## src/bssd_cfg.svh

```systemverilog
// constants for the skip, stop and subtract decoder
`ifndef BSSD_CFG_SVH
`define BSSD_CFG_SVH
`define BSSD_SKIP3_OP 9'h115
`define BSSD_SUBM_OP 9'h034
`define BSSD_SUBWB_OP 9'h036
`define BSSD_SUBI_OP 8'h1E
`define BSSD_STOP_OP 16'h0060
`define BSSD_PC_RST 11'h000
`define BSSD_ACCUM_RST 4'h0
`endif

```

## src/bssd_pkg.sv

```systemverilog
// types for the skip, stop and subtract decoder
package bssd_pkg;
  typedef enum logic [2:0] {
    BSSD_OP_NONE,
    BSSD_OP_SKIP3,
    BSSD_OP_STOP,
    BSSD_OP_SUBM,
    BSSD_OP_SUBI,
    BSSD_OP_SUBWB
  } bssd_op_t;
  typedef enum logic {
    BSSD_RUN,
    BSSD_STOPPED
  } bssd_state_t;
endpackage

```

## src/bssd_core.sv

```systemverilog
// decoder and execute for bit-3 skip, stop and subtract forms
`timescale 1ns/1ps
`include "bssd_cfg.svh"
// How it works
// - skip-if-bit3 recognised by its 9-bit prefix, 7-bit address follows
// - addressed nibble bit 3 set: program counter advances by two
// - bit 3 clear: program counter advances by one, single cycle
// - stop recognised as one fixed 16-bit word
// - stop halts oscillator; wake port falling edge resumes at next word
// - memory-minus-accumulator recognised by 9-bit prefix plus address
// - memory minus accumulator into accumulator only, flags updated
// - register-minus-immediate recognised by 8-bit prefix, immediate, reg
// - register minus immediate into accumulator only, flags updated
// - write-back subtract recognised by 9-bit prefix plus address
// - write-back subtract writes accumulator and memory, flags updated
module bssd_core (
  input wire logic clk_sys,
  input wire logic rst,
  input wire logic instr_valid,
  input wire logic [15:0] instr,
  input wire logic [3:0] mem_rdata,
  input wire logic [3:0] wr_rdata,
  input wire logic wake_input_port,
  output logic [6:0] mem_addr_q,
  output logic [3:0] mem_wdata_q,
  output logic mem_we_q,
  output logic [3:0] wr_sel_q,
  output logic [10:0] pc_q,
  output logic [3:0] accumulator_q,
  output logic carry_flag_q,
  output logic zero_flag_q,
  output logic osc_halt_q,
  output logic decoded_q
);
  bssd_pkg::bssd_op_t op;
  bssd_pkg::bssd_state_t state_q;
  logic [3:0] sub_a;
  logic [3:0] sub_b;
  logic [3:0] diff;
  logic carry;
  logic zero;
  logic wake_q;
  logic wake_fall;
  logic exec;

  //////////////////////////////////////////////////////////////////////////
  // decode
  always_comb begin
    op = bssd_pkg::BSSD_OP_NONE;
    if (instr[15:7] == `BSSD_SKIP3_OP) begin
      op = bssd_pkg::BSSD_OP_SKIP3;
    end else if (instr == `BSSD_STOP_OP) begin
      op = bssd_pkg::BSSD_OP_STOP;
    end else if (instr[15:7] == `BSSD_SUBM_OP) begin
      op = bssd_pkg::BSSD_OP_SUBM;
    end else if (instr[15:8] == `BSSD_SUBI_OP) begin
      op = bssd_pkg::BSSD_OP_SUBI;
    end else if (instr[15:7] == `BSSD_SUBWB_OP) begin
      op = bssd_pkg::BSSD_OP_SUBWB;
    end
  end

  // the register form subtracts the immediate, the others the accumulator
  assign sub_a = (op == bssd_pkg::BSSD_OP_SUBI) ? wr_rdata : mem_rdata;
  assign sub_b = (op == bssd_pkg::BSSD_OP_SUBI) ? instr[7:4] : accumulator_q;
  assign exec = instr_valid && (state_q == bssd_pkg::BSSD_RUN);
  assign wake_fall = wake_q && !wake_input_port;

  bssd_sub4 u_sub (
    .a(sub_a),
    .b(sub_b),
    .diff(diff),
    .carry(carry),
    .zero(zero)
  );

  // operand addresses are combinational to memory; registered copies out
  always_ff @(posedge clk_sys or posedge rst) begin
    if (rst) begin
      mem_addr_q <= 7'h00;
      wr_sel_q <= 4'h0;
      decoded_q <= 1'b0;
    end else begin
      mem_addr_q <= instr[6:0];
      wr_sel_q <= instr[3:0];
      decoded_q <= exec && (op != bssd_pkg::BSSD_OP_NONE);
    end
  end

  //////////////////////////////////////////////////////////////////////////
  // program counter
  always_ff @(posedge clk_sys or posedge rst) begin
    if (rst) begin
      pc_q <= `BSSD_PC_RST;
    end else if (exec) begin
      if (op == bssd_pkg::BSSD_OP_SKIP3 && mem_rdata[3]) begin
        pc_q <= pc_q + 11'h002;
      end else begin
        pc_q <= pc_q + 11'h001;
      end
    end
  end

  //////////////////////////////////////////////////////////////////////////
  // accumulator and flags
  always_ff @(posedge clk_sys or posedge rst) begin
    if (rst) begin
      accumulator_q <= `BSSD_ACCUM_RST;
      carry_flag_q <= 1'b0;
      zero_flag_q <= 1'b0;
    end else if (exec && (op == bssd_pkg::BSSD_OP_SUBM ||
                          op == bssd_pkg::BSSD_OP_SUBI ||
                          op == bssd_pkg::BSSD_OP_SUBWB)) begin
      accumulator_q <= diff;
      carry_flag_q <= carry;
      zero_flag_q <= zero;
    end
  end

  // write-back only for the write-back form
  always_ff @(posedge clk_sys or posedge rst) begin
    if (rst) begin
      mem_we_q <= 1'b0;
      mem_wdata_q <= 4'h0;
    end else begin
      mem_we_q <= exec && (op == bssd_pkg::BSSD_OP_SUBWB);
      mem_wdata_q <= diff;
    end
  end

  //////////////////////////////////////////////////////////////////////////
  // stop and wake
  always_ff @(posedge clk_sys or posedge rst) begin
    if (rst) begin
      wake_q <= 1'b1;
    end else begin
      wake_q <= wake_input_port;
    end
  end

  always_ff @(posedge clk_sys or posedge rst) begin
    if (rst) begin
      state_q <= bssd_pkg::BSSD_RUN;
      osc_halt_q <= 1'b0;
    end else begin
      unique case (state_q)
        bssd_pkg::BSSD_RUN: begin
          if (exec && op == bssd_pkg::BSSD_OP_STOP) begin
            state_q <= bssd_pkg::BSSD_STOPPED;
            osc_halt_q <= 1'b1;
          end
        end
        bssd_pkg::BSSD_STOPPED: begin
          if (wake_fall) begin
            state_q <= bssd_pkg::BSSD_RUN;
            osc_halt_q <= 1'b0;
          end
        end
      endcase
    end
  end

  //////////////////////////////////////////////////////////////////////////
  // checks
  property p_skip_two;
    @(posedge clk_sys) disable iff (rst)
    exec && op == bssd_pkg::BSSD_OP_SKIP3 && mem_rdata[3]
      |=> pc_q == $past(pc_q) + 11'h002;
  endproperty
  a_skip_two: assert property (p_skip_two)
    else $error("skip did not add two");

  property p_skip_one;
    @(posedge clk_sys) disable iff (rst)
    exec && op == bssd_pkg::BSSD_OP_SKIP3 && !mem_rdata[3]
      |=> pc_q == $past(pc_q) + 11'h001;
  endproperty
  a_skip_one: assert property (p_skip_one)
    else $error("no-skip did not add one");

  property p_stop_halts;
    @(posedge clk_sys) disable iff (rst)
    exec && instr == `BSSD_STOP_OP |=> osc_halt_q;
  endproperty
  a_stop_halts: assert property (p_stop_halts)
    else $error("stop did not halt");

  property p_halt_holds_pc;
    @(posedge clk_sys) disable iff (rst)
    osc_halt_q && !wake_fall |=> osc_halt_q && $stable(pc_q);
  endproperty
  a_halt_holds_pc: assert property (p_halt_holds_pc)
    else $error("halt left without wake edge");

  property p_wake;
    @(posedge clk_sys) disable iff (rst)
    osc_halt_q && wake_fall |=> !osc_halt_q;
  endproperty
  a_wake: assert property (p_wake)
    else $error("wake edge ignored");

  property p_subm;
    @(posedge clk_sys) disable iff (rst)
    exec && instr[15:7] == `BSSD_SUBM_OP
      |=> accumulator_q == $past(mem_rdata) - $past(accumulator_q)
          && !mem_we_q;
  endproperty
  a_subm: assert property (p_subm)
    else $error("memory subtract wrong");

  property p_subi;
    @(posedge clk_sys) disable iff (rst)
    exec && instr[15:8] == `BSSD_SUBI_OP
      |=> accumulator_q == $past(wr_rdata) - $past(instr[7:4]);
  endproperty
  a_subi: assert property (p_subi)
    else $error("immediate subtract wrong");

  property p_subwb;
    @(posedge clk_sys) disable iff (rst)
    exec && instr[15:7] == `BSSD_SUBWB_OP
      |=> mem_we_q && mem_addr_q == $past(instr[6:0])
          && mem_wdata_q == $past(mem_rdata) - $past(accumulator_q)
          && accumulator_q == mem_wdata_q;
  endproperty
  a_subwb: assert property (p_subwb)
    else $error("write-back subtract wrong");

  property p_zero;
    @(posedge clk_sys) disable iff (rst)
    exec && instr[15:7] == `BSSD_SUBM_OP
      |=> zero_flag_q == (accumulator_q == 4'h0)
          && carry_flag_q == ($past(mem_rdata) >= $past(accumulator_q));
  endproperty
  a_zero: assert property (p_zero)
    else $error("flags wrong");
endmodule

```

## src/bssd_sub4.sv

```systemverilog
// 4-bit subtractor with carry and zero flags
`timescale 1ns/1ps
module bssd_sub4 (
  input wire logic [3:0] a,
  input wire logic [3:0] b,
  output logic [3:0] diff,
  output logic carry,
  output logic zero
);
  logic [4:0] full;
  // carry set when no borrow occurs, matching add/sub convention
  assign full = {1'b0, a} + {1'b0, ~b} + 5'h01;
  assign diff = full[3:0];
  assign carry = full[4];
  assign zero = (full[3:0] == 4'h0);
endmodule

```

## config.mk

```make
export PLATFORM = sky130hd
export DESIGN_NAME = bssd_core
export DESIGN_NICKNAME = d
export VERILOG_FILES = /design/src/bssd_pkg.sv /design/src/bssd_core.sv /design/src/bssd_sub4.sv
export VERILOG_INCLUDE_DIRS = /design/src
export SDC_FILE = /design/constraint.sdc
export NUM_CORES = 1
export LEC_CHECK = 0
export BUFFER_PORTS_ARGS = -buffer_cell sky130_fd_sc_hd__buf_2
export CAP_MARGIN = 20
export CELL_PAD_IN_SITES_DETAIL_PLACEMENT = 0
export CELL_PAD_IN_SITES_GLOBAL_PLACEMENT = 1
export CORE_MARGIN = 8
export CORE_UTILIZATION = 42
export CTS_BUF_LIST = sky130_fd_sc_hd__clkbuf_8
export DETAILED_ROUTE_END_ITERATION = 10
export GPL_TIMING_DRIVEN = 0
export PLACE_DENSITY = 0.94
export SLEW_MARGIN = 40
export SYNTH_ARGS = -nofsm -noshare
export SYNTH_HDL_FRONTEND = slang
export SYNTH_SLANG_ARGS = --single-unit
export TNS_END_PERCENT = 10
```

## constraint.sdc

```tcl
create_clock -name clk_sys -period 5.1 [get_ports clk_sys]
set_input_delay 0.255 -clock clk_sys [delete_from_list [all_inputs] [get_ports clk_sys]]
set_output_delay 0.255 -clock clk_sys [all_outputs]
set_load 0.02 [all_outputs]
```

==> run_results.csv, run 1 <==
group,metric,value,unit
run_status,status,"finished, final reports clean",
pwr,p_total,0.738,mW
routing,routed_wl,3.76,mm
floorplanning,rows,23,
critical_path,critPathMaxFanout,9,
pwr,swShare,34.8,%
clocking,post-cts-setup-buffer-count,0,
pwr,seqPwrFrac,46.2,%
routing,wire_per_inst,14.7,µm
floorplanning,core-area,3910,µm²
clocking,hold_buffers,0,
critical_path,end_kind,"register",
critical_path,path_class,"input pin to register",
timing,timing.final.hold_violations,0,
timing,fin_skew,0.00545,ns
synthesis,syn_area,1670,µm²
floorplanning,fp.dieW,79.1,µm
critical_path,startpoint,"instr[14]",
clocking,h-tree-depth,2,
synthesis,ys_warn_count,0,
routing,drc_errors,0,
pwr,clkPwrFrac,24.3,%
synthesis,ys_types,44,
critical_path,setup.worst_path.end,"zero_flag_q",
critical_path,path_cells,"buf_2, or3_4, nor4b_4, buf_6, mux2_2, ha_1, a21o_1, a21oi_1, xnor2_1, o41ai_2",
grt,grt_max_degree,34,
floorplanning,ios,63,
floorplanning,start_util,42.7,%
critical_path,reg2reg_to,"zero_flag_q",
grt,grt_pass1_wl,6.21,mm
grt,grt_use_total,12.4,%
placed_design,port_buffers,62,
final_layout,nets,240,
placed_design,placed_cells,248,
synthesis,synthCells,136,
routing,drt_iter0_drc,55,
timing,worst_pin_slew,0.676,ns
pwr,internal_power,0.481,mW
critical_path,r2r-start,"accumulator_q[0]",
synthesis,synth-compound-area-share,11.6,%
clocking,cts_tree,"done",
critical_path,path_depth,10,
min_path,holdCritPathClass,"input pin to async pin",
placed_design,gp_congestion,0.829,
synthesis,synth_seq_cells,33,
timing,period_needed,2.56,ns
timing,setup_viol,0,
critical_path,reg2regPathDepth,6,
grt,antenna_found_initial,0,
timing,fin_hold_ws,0.0699,ns
synthesis,synth_top_family_by_area,"simple AND/OR/NAND/NOR gates",
clocking,cts_resized,0,
run,cap_violations,0,
synthesis,synth_xor_area_share,5.76,%
pwr,combinationalPowerShare,29.6,%
synthesis,synthAdderAreaFrac,5.69,%
routing,viasPerCell,5.08,
synthesis,synthesis.nets,171,
synthesis,seq_area_frac_synth,49.5,%
floorplanning,die_h,79.1,µm
critical_path,critical_path_arrival,2.74,ns
timing,maxSlewViolCount,0,
final_layout,drive_gt1_share,42.7,%
final_layout,final_common_cell,"buf_2",
timing,max_freq,391,MHz
synthesis,async_flop_share,100,%
pwr,power.density,347,nW/µm²
final_layout,area_growth,27.1,%
critical_path,required,5.28,ns
grt,grt_pass1_vias,1374,
final_layout,n_antenna_cell,0,
pwr,worst_ir_drop_vdd,0.000200,V
timing,slew_headroom,54.9,%
synthesis,synth_area_per_cell,12.3,µm²
clocking,cts_inserted_buffers,5,
floorplanning,die_area,6250,µm²
critical_path,worst-path-buf-inv,2,
pwr,p_leak,1.04,nW
synthesis,synth_ff_type,"dfrtp_1",
synthesis,synth_edf_count,0,
clocking,clock-sinks,33,
final_layout,final_cell_mix,"62 x buf_2, 32 x dfrtp_1, 10 x xnor2_1",
timing,final.setup.tns,0,ns
synthesis,synth-simple-area-share,15.9,%
grt,grt_overflow,0,
final_layout,final_cells,256,
timing,rsz0062_at_grt,"false",
timing,fin_crit_sh,50.2,%
routing,firstDrtPassIters,5,
routing,antenna_left,0,
clocking,clkSlewWorstSetupHoldPaths,0.06,ns
synthesis,synth_mux_area_share,7.71,%
critical_path,cpMaxStageDelayCell,"or3_4",
routing,via_count,1300,
pwr,switchingPower,0.257,mW
critical_path,cp-start-kind,"input pin",
placed_design,hpwl,3.01,mm
clocking,clkLatencyLatePin,0.28,ns
critical_path,cp_top_family,"simple AND/OR/NAND/NOR gates",
critical_path,reg2reg_slack,3.25,ns
clocking,ctsRootBufferMaster,"clkbuf_8",
clocking,cts_buffer_depth,2,
critical_path,slowest_delay,0.43,ns
[Yosys cell counts (all sizes together) (2+ instances only)]
cell / instances / area, µm²
nor4b: 2 / 47.6
xnor2: 10 / 87.6
o21ai: 6 / 30.0
inv: 5 / 18.8
mux2i: 5 / 50.1
nor2: 3 / 11.3
o31ai: 2 / 15.0
or3: 2 / 17.5
a21oi: 3 / 15.0
nand4: 2 / 12.5
buf: 5 / 41.3
ha: 6 / 75.1
nor4: 5 / 37.5
o211ai: 3 / 36.3
dfrtp: 32 / 801
nand2: 7 / 26.3
nand3: 3 / 15.0
nand2b: 2 / 12.5
nor2b: 3 / 18.8
mux2: 7 / 78.8
a21o: 2 / 15.0
o2111ai: 3 / 26.3
[layout make-up]
type,instances,area [µm²]
Tap cell,50,62.6
Multi-Input combinational cell,92,781
Sequential cell,33,827
Clock buffer,5,68.8
Timing Repair Buffer,62,310
Clock inverter,3,11.3
Fill cell,387,1790
Inverter,5,18.8
Buffer,6,45.0
[kinds of logic after synthesis]
group	count (synthesis)
AOI/OAI and AO/OA	25
xor gates and xnor gates	11
adders and majority gates	7
buffers and inverters	11
DFF	33
muxes	12
and+or+nand+nor	37
[worst register-to-register path: stages (launching register included)]
cell and delay, ns:
dfrtp_1 0.39, mux2_2 0.27, ha_1 0.18, inv_1 0.08
fa_1 0.44, nand2b_1 0.19, o41ai_2 0.19
[flip-flops by register name, indices dropped and copies added, names as in the netlist]
| register | cells |
|---|---|
| accumulator_q | 4 |
| mem_wdata_q | 4 |
| wr_sel_q | 3 |
| carry_flag_q | 1 |
| state_q | 1 |
| wake_q | 1 |
| mem_addr_q | 4 |
| decoded_q | 1 |
| mem_we_q | 1 |
| osc_halt_q | 1 |
| pc_q | 11 |
| zero_flag_q | 1 |
[worst min-delay path by stage]
stage	cells after the start	endpoint	startpoint
2_1_floorplan	0	wake_q	wake_input_port
3_3_place_gp	1	wake_q	wake_input_port
3_5_place_dp	1	wake_q	wake_input_port
4_1_cts	1	wake_q	wake_input_port
5_1_grt	1	wake_q	wake_input_port
6_report	2	pc_q[10]	rst
[power groups by stage]
| stage | registers [mW] | logic [mW] | clock network [mW] |
|---|---|---|---|
| after floorplan | 0.391 | 0.0920 | 0 |
| after global placement | 0.346 | 0.217 | 0 |
| after detailed placement | 0.346 | 0.221 | 0 |
| after CTS | 0.342 | 0.223 | 0.184 |
| after global routing | 0.350 | 0.244 | 0.198 |
| final | 0.341 | 0.218 | 0.179 |
[stage by stage]
step | setup slack (ns) | util [%] | area, µm²
after floorplan | 2.52 | - | 1670
after global routing | 2.44 | 54.3 | 2120
final | 2.54 | 54.3 | 2120
after CTS | 2.51 | 54.3 | 2120
after detailed placement | 2.24 | 52.2 | 2040
after global placement | 2.29 | 52.2 | 2040
[metal layers]
layer	vias up	wire length [µm]	track usage [%]
met1	614	1570	14.5
li1	641	-	-
met3	7	274	4.06
met2	38	1840	20.5
met4	0	77	5.00
met5	-	0	0
Note: power is estimated with default switching activity, not from simulation.
==> inputs of run 2 (changes only) <==
--- a/config.mk
+++ b/config.mk
@@ -11,11 +11,11 @@
 export CELL_PAD_IN_SITES_DETAIL_PLACEMENT = 0
 export CELL_PAD_IN_SITES_GLOBAL_PLACEMENT = 1
 export CORE_MARGIN = 8
-export CORE_UTILIZATION = 42
+export CORE_UTILIZATION = 39
 export CTS_BUF_LIST = sky130_fd_sc_hd__clkbuf_8
 export DETAILED_ROUTE_END_ITERATION = 10
 export GPL_TIMING_DRIVEN = 0
-export PLACE_DENSITY = 0.94
+export PLACE_DENSITY = 0.89
 export SLEW_MARGIN = 40
 export SYNTH_ARGS = -nofsm -noshare
 export SYNTH_HDL_FRONTEND = slang
==> constraint.sdc (replaced) <==
create_clock -name clk_sys -period 2.45 [get_ports clk_sys]
set_input_delay 0.1225 -clock clk_sys [delete_from_list [all_inputs] [get_ports clk_sys]]
set_output_delay 0.1225 -clock clk_sys [all_outputs]
set_load 0.02 [all_outputs]
==> run_results.csv, run 2 (same netlist as run 1, synthesis figures left out) <==
group,metric,value,unit
run_status,status,"finished, final reports clean",
critical_path,worst-path-buf-inv,4,
critical_path,critPathMaxFanout,5,
timing,worst_pin_slew,0.704,ns
final_layout,area_growth,42.2,%
placed_design,port_buffers,62,
critical_path,end_kind,"register",
run,cap_violations,0,
placed_design,gp_congestion,0.795,
floorplanning,ios,63,
timing,fin_hold_ws,0.193,ns
floorplanning,rows,24,
routing,wire_per_inst,15.5,µm
critical_path,path_cells,"buf_6, or3_4, nor4b_4, buf_6, buf_6, mux2i_2, ha_2, inv_2, fa_2, nand2b_4, o41ai_4",
timing,timing.final.hold_violations,0,
timing,period_needed,2.36,ns
final_layout,drive_gt1_share,47.5,%
clocking,cts_inserted_buffers,5,
critical_path,cp-start-kind,"input pin",
final_layout,post-route-util,56.1,%
grt,grt_overflow,0,
clocking,h-tree-depth,2,
pwr,p_leak,1.15,nW
timing,max_freq,424,MHz
clocking,cts_tree,"done",
clocking,ctsRootBufferMaster,"clkbuf_8",
final_layout,final_cell_mix,"60 x buf_2, 32 x dfrtp_1, 9 x xnor2_1, 9 x dlygate4sd3_1, 8 x buf_4",
routing,firstDrtPassIters,4,
grt,grt_pass1_wl,6.84,mm
grt,grt_use_total,13.2,%
critical_path,required,2.63,ns
routing,antenna_left,0,
critical_path,critical_path_arrival,2.54,ns
routing,via_count,1366,
placed_design,hpwl,3.16,mm
floorplanning,start_util,39.5,%
timing,fin_crit_sh,96.3,%
floorplanning,die_h,81.5,µm
critical_path,slowest_delay,0.46,ns
final_layout,regMostFlops,"pc_q",
timing,maxSlewViolCount,0,
pwr,worst_ir_drop_vdd,0.000370,V
min_path,holdCritPathClass,"input pin to register",
clocking,cts_buffer_depth,2,
routing,drc_errors,0,
timing,slew_headroom,53.0,%
floorplanning,core-area,4230,µm²
final_layout,nets,255,
critical_path,crit_top_cell,"buf_6",
critical_path,path_class,"input pin to register",
grt,grt_pass1_vias,1448,
routing,viasPerCell,5.00,
final_layout,largest_reg_flops,11,
routing,drt_iter0_drc,77,
clocking,clock-sinks,33,
final_layout,n_antenna_cell,0,
routing,routed_wl,4.23,mm
critical_path,cpMaxStageDelayCell,"fa_2",
timing,setup_viol,0,
final_layout,final_common_cell,"buf_2",
critical_path,cp_top_family,"simple AND/OR/NAND/NOR gates",
timing,final.setup.tns,0,ns
grt,grt_max_degree,34,
clocking,clkSlewWorstSetupHoldPaths,0.06,ns
timing,rsz0062_at_grt,"true",
timing,fin_skew,0.00534,ns
floorplanning,die_area,6640,µm²
clocking,clkLatencyLatePin,0.28,ns
floorplanning,fp.dieW,81.5,µm
grt,antenna_found_initial,0,
pwr,power.density,684,nW/µm²
[run 2: cell count changes in the layout (fill, tap and decap cells not counted), sizes merged]
cell,change
clkbuf,+1
inv,-1
buf,+6
dlygate4sd3,+9
[run 2: final cells by class]
cell class | instances | area [µm²]
fill | 373 | 1860
multi-input combinational | 92 | 857
sequential | 33 | 827
timing repair buffer | 77 | 474
clock buffer | 6 | 82.6
tap | 52 | 65.1
buffer | 6 | 45.0
inverter | 5 | 18.8
clock inverter | 2 | 7.51
[run 2: path summary, 6_finish.rpt]
path / cells past startpoint / end / slack (ns) / from
max in group asynchronous: 3 / accumulator_q[0] / 1.49 / rst
min reg2reg: 1 / pc_q[10] / 0.47 / pc_q[10]
max: 11 / zero_flag_q / 0.09 / instr[15]
min: 3 / decoded_q / 0.19 / instr_valid
min in group asynchronous: 3 / pc_q[10] / 0.50 / rst
max reg2reg: 6 / zero_flag_q / 0.56 / accumulator_q[0]
[run 2: timing repair]
item                                    4_1_cts  5_1_grt
endpoints found under the setup margin        1        3
pin swaps                                     0        7
setup buffers                                 3        3
gates resized for setup                       0       19
endpoints found under the hold margin        40        0
cloned                                        0        0
hold buffers                                  9        0
[run 2: layer usage]
metal	vias to the layer above	part of all wire, %	wire length [µm]	global-route usage, %
met3	6	9.0	381	5.14
met2	42	47	2000	21.3
li1	668	-	-	-
met1	650	43	1820	16.4
met4	0	0.61	26	2.68
met5	-	0	0	0
[run 2: worst register-to-register path: stages, from the launching register on]
cell      delay [ns]
dfrtp_1         0.40
mux2_4          0.28
ha_2            0.18
inv_2           0.07
fa_2            0.43
nand2b_4        0.16
o41ai_4         0.27
[run 2: stage by stage]
stage	std cells	total power, mW	setup WS, ns	cell area [µm²]
2_1_floorplan	136	1.00	0.00203	1670
6_report	273	1.63	0.0904	2380
3_3_place_gp	250	1.17	-0.278	2050
5_1_grt	273	1.73	-0.0342	2380
3_5_place_dp	250	1.18	-0.279	2050
4_1_cts	270	1.61	0.0544	2260
[run 2: power breakdown]
group	leakage (nW)	internal [mW]	switching, mW
Sequential	0.418	0.629	0.0803
Clock	0.0538	0.221	0.187
Combinational	0.682	0.217	0.292
==> inputs of run 3 (changes only) <==
--- a/config.mk
+++ b/config.mk
@@ -11,13 +11,14 @@
 export CELL_PAD_IN_SITES_DETAIL_PLACEMENT = 0
 export CELL_PAD_IN_SITES_GLOBAL_PLACEMENT = 1
 export CORE_MARGIN = 8
-export CORE_UTILIZATION = 39
+export CORE_UTILIZATION = 38
 export CTS_BUF_LIST = sky130_fd_sc_hd__clkbuf_8
 export DETAILED_ROUTE_END_ITERATION = 10
 export GPL_TIMING_DRIVEN = 0
-export PLACE_DENSITY = 0.89
+export PLACE_DENSITY = 0.88
 export SLEW_MARGIN = 40
 export SYNTH_ARGS = -nofsm -noshare
 export SYNTH_HDL_FRONTEND = slang
+export SYNTH_HIERARCHICAL = 1
 export SYNTH_SLANG_ARGS = --single-unit
 export TNS_END_PERCENT = 10
==> run_results.csv, run 3 <==
group,metric,value,unit
grt,grt_pass1_vias,1397,
synthesis,seq_area_frac_synth,49.4,%
clocking,cts_tree,"done",
grt,grt_use_total,12.3,%
grt,antenna_found_initial,0,
floorplanning,fp.dieW,82.4,µm
grt,grt_max_degree,34,
critical_path,critPathMaxFanout,8,
synthesis,synthCells,144,
pwr,power.density,722,nW/µm²
critical_path,startpoint,"instr[15]",
synthesis,synthesis.nets,179,
clocking,clkSlewWorstSetupHoldPaths,0.07,ns
floorplanning,die_area,6790,µm²
routing,drc_errors,0,
final_layout,final_common_cell,"buf_2",
pwr,internal_power,1.05,mW
pwr,p_leak,1.19,nW
routing,via_count,1341,
clocking,cts_buffer_depth,2,
final_layout,largest_reg_flops,11,
pwr,clkPwrFrac,22.9,%
routing,routed_wl,4.03,mm
synthesis,synth_area_leader_cell,"dfrtp_1",
floorplanning,start_util,39.0,%
timing,maxSlewViolCount,0,
final_layout,area_growth,36.3,%
final_layout,fin_area,2280,µm²
synthesis,synth_seq_cells,33,
routing,firstDrtPassIters,4,
routing,viasPerCell,4.82,
critical_path,setup.worst_path.end,"zero_flag_q",
synthesis,synth_edf_count,0,
synthesis,ys_top_cells_by_area,"dfrtp_1 48%, mux2_2 10%, ha_1 4.5%",
routing,drt_iter0_drc,74,
synthesis,async_flop_share,100,%
critical_path,reg2reg_to,"zero_flag_q",
synthesis,synth_area_per_cell,11.6,µm²
synthesis,ys_warn_count,6,
timing,fin_crit_sh,97.9,%
critical_path,critical_path_arrival,2.56,ns
critical_path,cpMaxStageDelayCell,"fa_2",
final_layout,drive_gt1_share,47.3,%
grt,grt_overflow,0,
run,cap_violations,0,
placed_design,gp_congestion,0.761,
critical_path,reg2regPathDepth,8,
run_status,status,"finished, final reports clean",
pwr,combinationalPowerShare,32.9,%
placed_design,hpwl,3.05,mm
timing,slew_headroom,52.8,%
pwr,switchingPower,0.597,mW
clocking,h-tree-depth,2,
routing,wire_per_inst,14.5,µm
pwr,swShare,36.2,%
grt,grt_pass1_wl,6.44,mm
floorplanning,die_h,82.4,µm
synthesis,post-synth-top-count-cell,"dfrtp_1",
placed_design,port_buffers,62,
synthesis,synth_ff_type,"dfrtp_1",
placed_design,dp_slack,-0.442,ns
floorplanning,ios,63,
final_layout,final_cell_mix,"62 x buf_2, 32 x dfrtp_1, 13 x mux2_2",
routing,antenna_left,0,
pwr,seqPwrFrac,44.2,%
critical_path,slowest_delay,0.56,ns
clocking,ctsRootBufferMaster,"clkbuf_8",
critical_path,r2r-start,"accumulator_q[0]",
critical_path,path_class,"input pin to register",
final_layout,n_antenna_cell,0,
critical_path,end_kind,"register",
placed_design,placed_area,2090,µm²
synthesis,syn_area,1680,µm²
clocking,clkLatencyLatePin,0.28,ns
timing,worst_pin_slew,0.706,ns
final_layout,fill_cells,397,
timing,fin_skew,0.00771,ns
critical_path,cp-start-kind,"input pin",
min_path,holdCritPathClass,"input pin to register",
timing,rsz0062_at_grt,"true",
floorplanning,rows,24,
pwr,worst_ir_drop_vdd,0.000259,V
clocking,clock-sinks,33,
final_layout,nets,260,
timing,period_needed,2.40,ns
timing,final.setup.tns,0,ns
critical_path,required,2.62,ns
floorplanning,core-area,4290,µm²
synthesis,synth_top_area_share,47.8,%
critical_path,reg2reg_slack,0.47,ns
timing,max_freq,417,MHz
timing,timing.final.hold_violations,0,
final_layout,regMostFlops,"pc_q",
timing,setup_slack,0.0522,ns
critical_path,path_cells,"buf_2, nand4b_1, nor3_2, and3b_2, buf_8, mux2_4, inv_2, ha_4, inv_2, fa_2, nor4_1, mux2_2, mux2_4",
timing,setup_viol,0,
synthesis,ys_types,40,
clocking,cts_inserted_buffers,5,
synthesis,netlist_top_cells_count,"32 x dfrtp_1, 15 x mux2_2, 12 x inv_1, 11 x nand2_1, 8 x nor2_1",
run 3: area by class of cell:
cell class	instances	area (µm²)	area share [%]
multi-input cells	92	782	34.2
clock buffers	5	68.8	3.01
inverters	12	45.0	1.97
plain buffers	7	60.1	2.63
well taps	52	65.1	2.85
clock inverters	3	12.5	0.548
repair buffers	74	423	18.5
flip-flops and latches	33	827	36.2
run 3: cells by family (layout without fill, tap and decap cells):
kind of cell	after synthesis	after routing	share of synthesized area, %
AND/OR/NAND/NOR	47	47	17.6
flip-flops	33	33	49.4
buffers and inverters	19	101	5.60
multiplexers	17	17	11.3
XOR/XNOR	11	11	6.20
AO/OA/AOI/OAI	10	10	4.26
adder cells (fa/ha/maj)	7	7	5.68
run 3: routing by layer:
metal	track usage, %	wire [µm]
met1	14.6	1680
met2	20.8	1990
met3	4.22	340
met4	3.16	25
met5	0	0
run 3: critical path: cells and delay by family:
family	cells	cell delay, ns
mux	3	0.82
simple gates	4	0.60
fa+ha+maj	2	0.68
buf+inv	4	0.33
run 3: power groups by stage:
| stage | clock [mW] | combinational (mW) | sequential (mW) |
|---|---|---|---|
| global route | 0.419 | 0.600 | 0.749 |
| detailed placement | 0 | 0.527 | 0.742 |
| finish | 0.378 | 0.542 | 0.730 |
| global placement | 0 | 0.517 | 0.736 |
| floorplan | 0 | 0.232 | 0.843 |
| CTS | 0.400 | 0.546 | 0.732 |
run 3: what timing repair did:
item | CTS | global route
setup endpoints to repair | 1 | 1
pin swaps | 3 | 0
hold buffers | 9 | 0
setup buffers | 2 | 1
gates resized for setup | 0 | 1
hold endpoints to repair | 40 | 0
run 3: worst min-delay path by stage:
stage | start | to | slack [ns] | depth (start not counted)
3_5_place_dp | wake_input_port | wake_q | 0.25 | 1
4_1_cts | instr[8] | mem_we_q | 0.14 | 2
3_3_place_gp | wake_input_port | wake_q | 0.25 | 1
6_report | instr[8] | mem_we_q | 0.15 | 2
2_1_floorplan | wake_input_port | wake_q | 0.13 | 0
5_1_grt | instr[8] | mem_we_q | 0.15 | 2
run 3: per-stage QoR:
step,util (%),instances,hold slack (ns),power (mW)
after global placement,48.6,258,0.245,1.25
after global routing,53.2,278,0.148,1.77
after detailed placement,48.6,258,0.245,1.27
after CTS,53.0,277,0.142,1.68
after floorplan,-,144,0.127,1.07
final,53.2,278,0.154,1.65
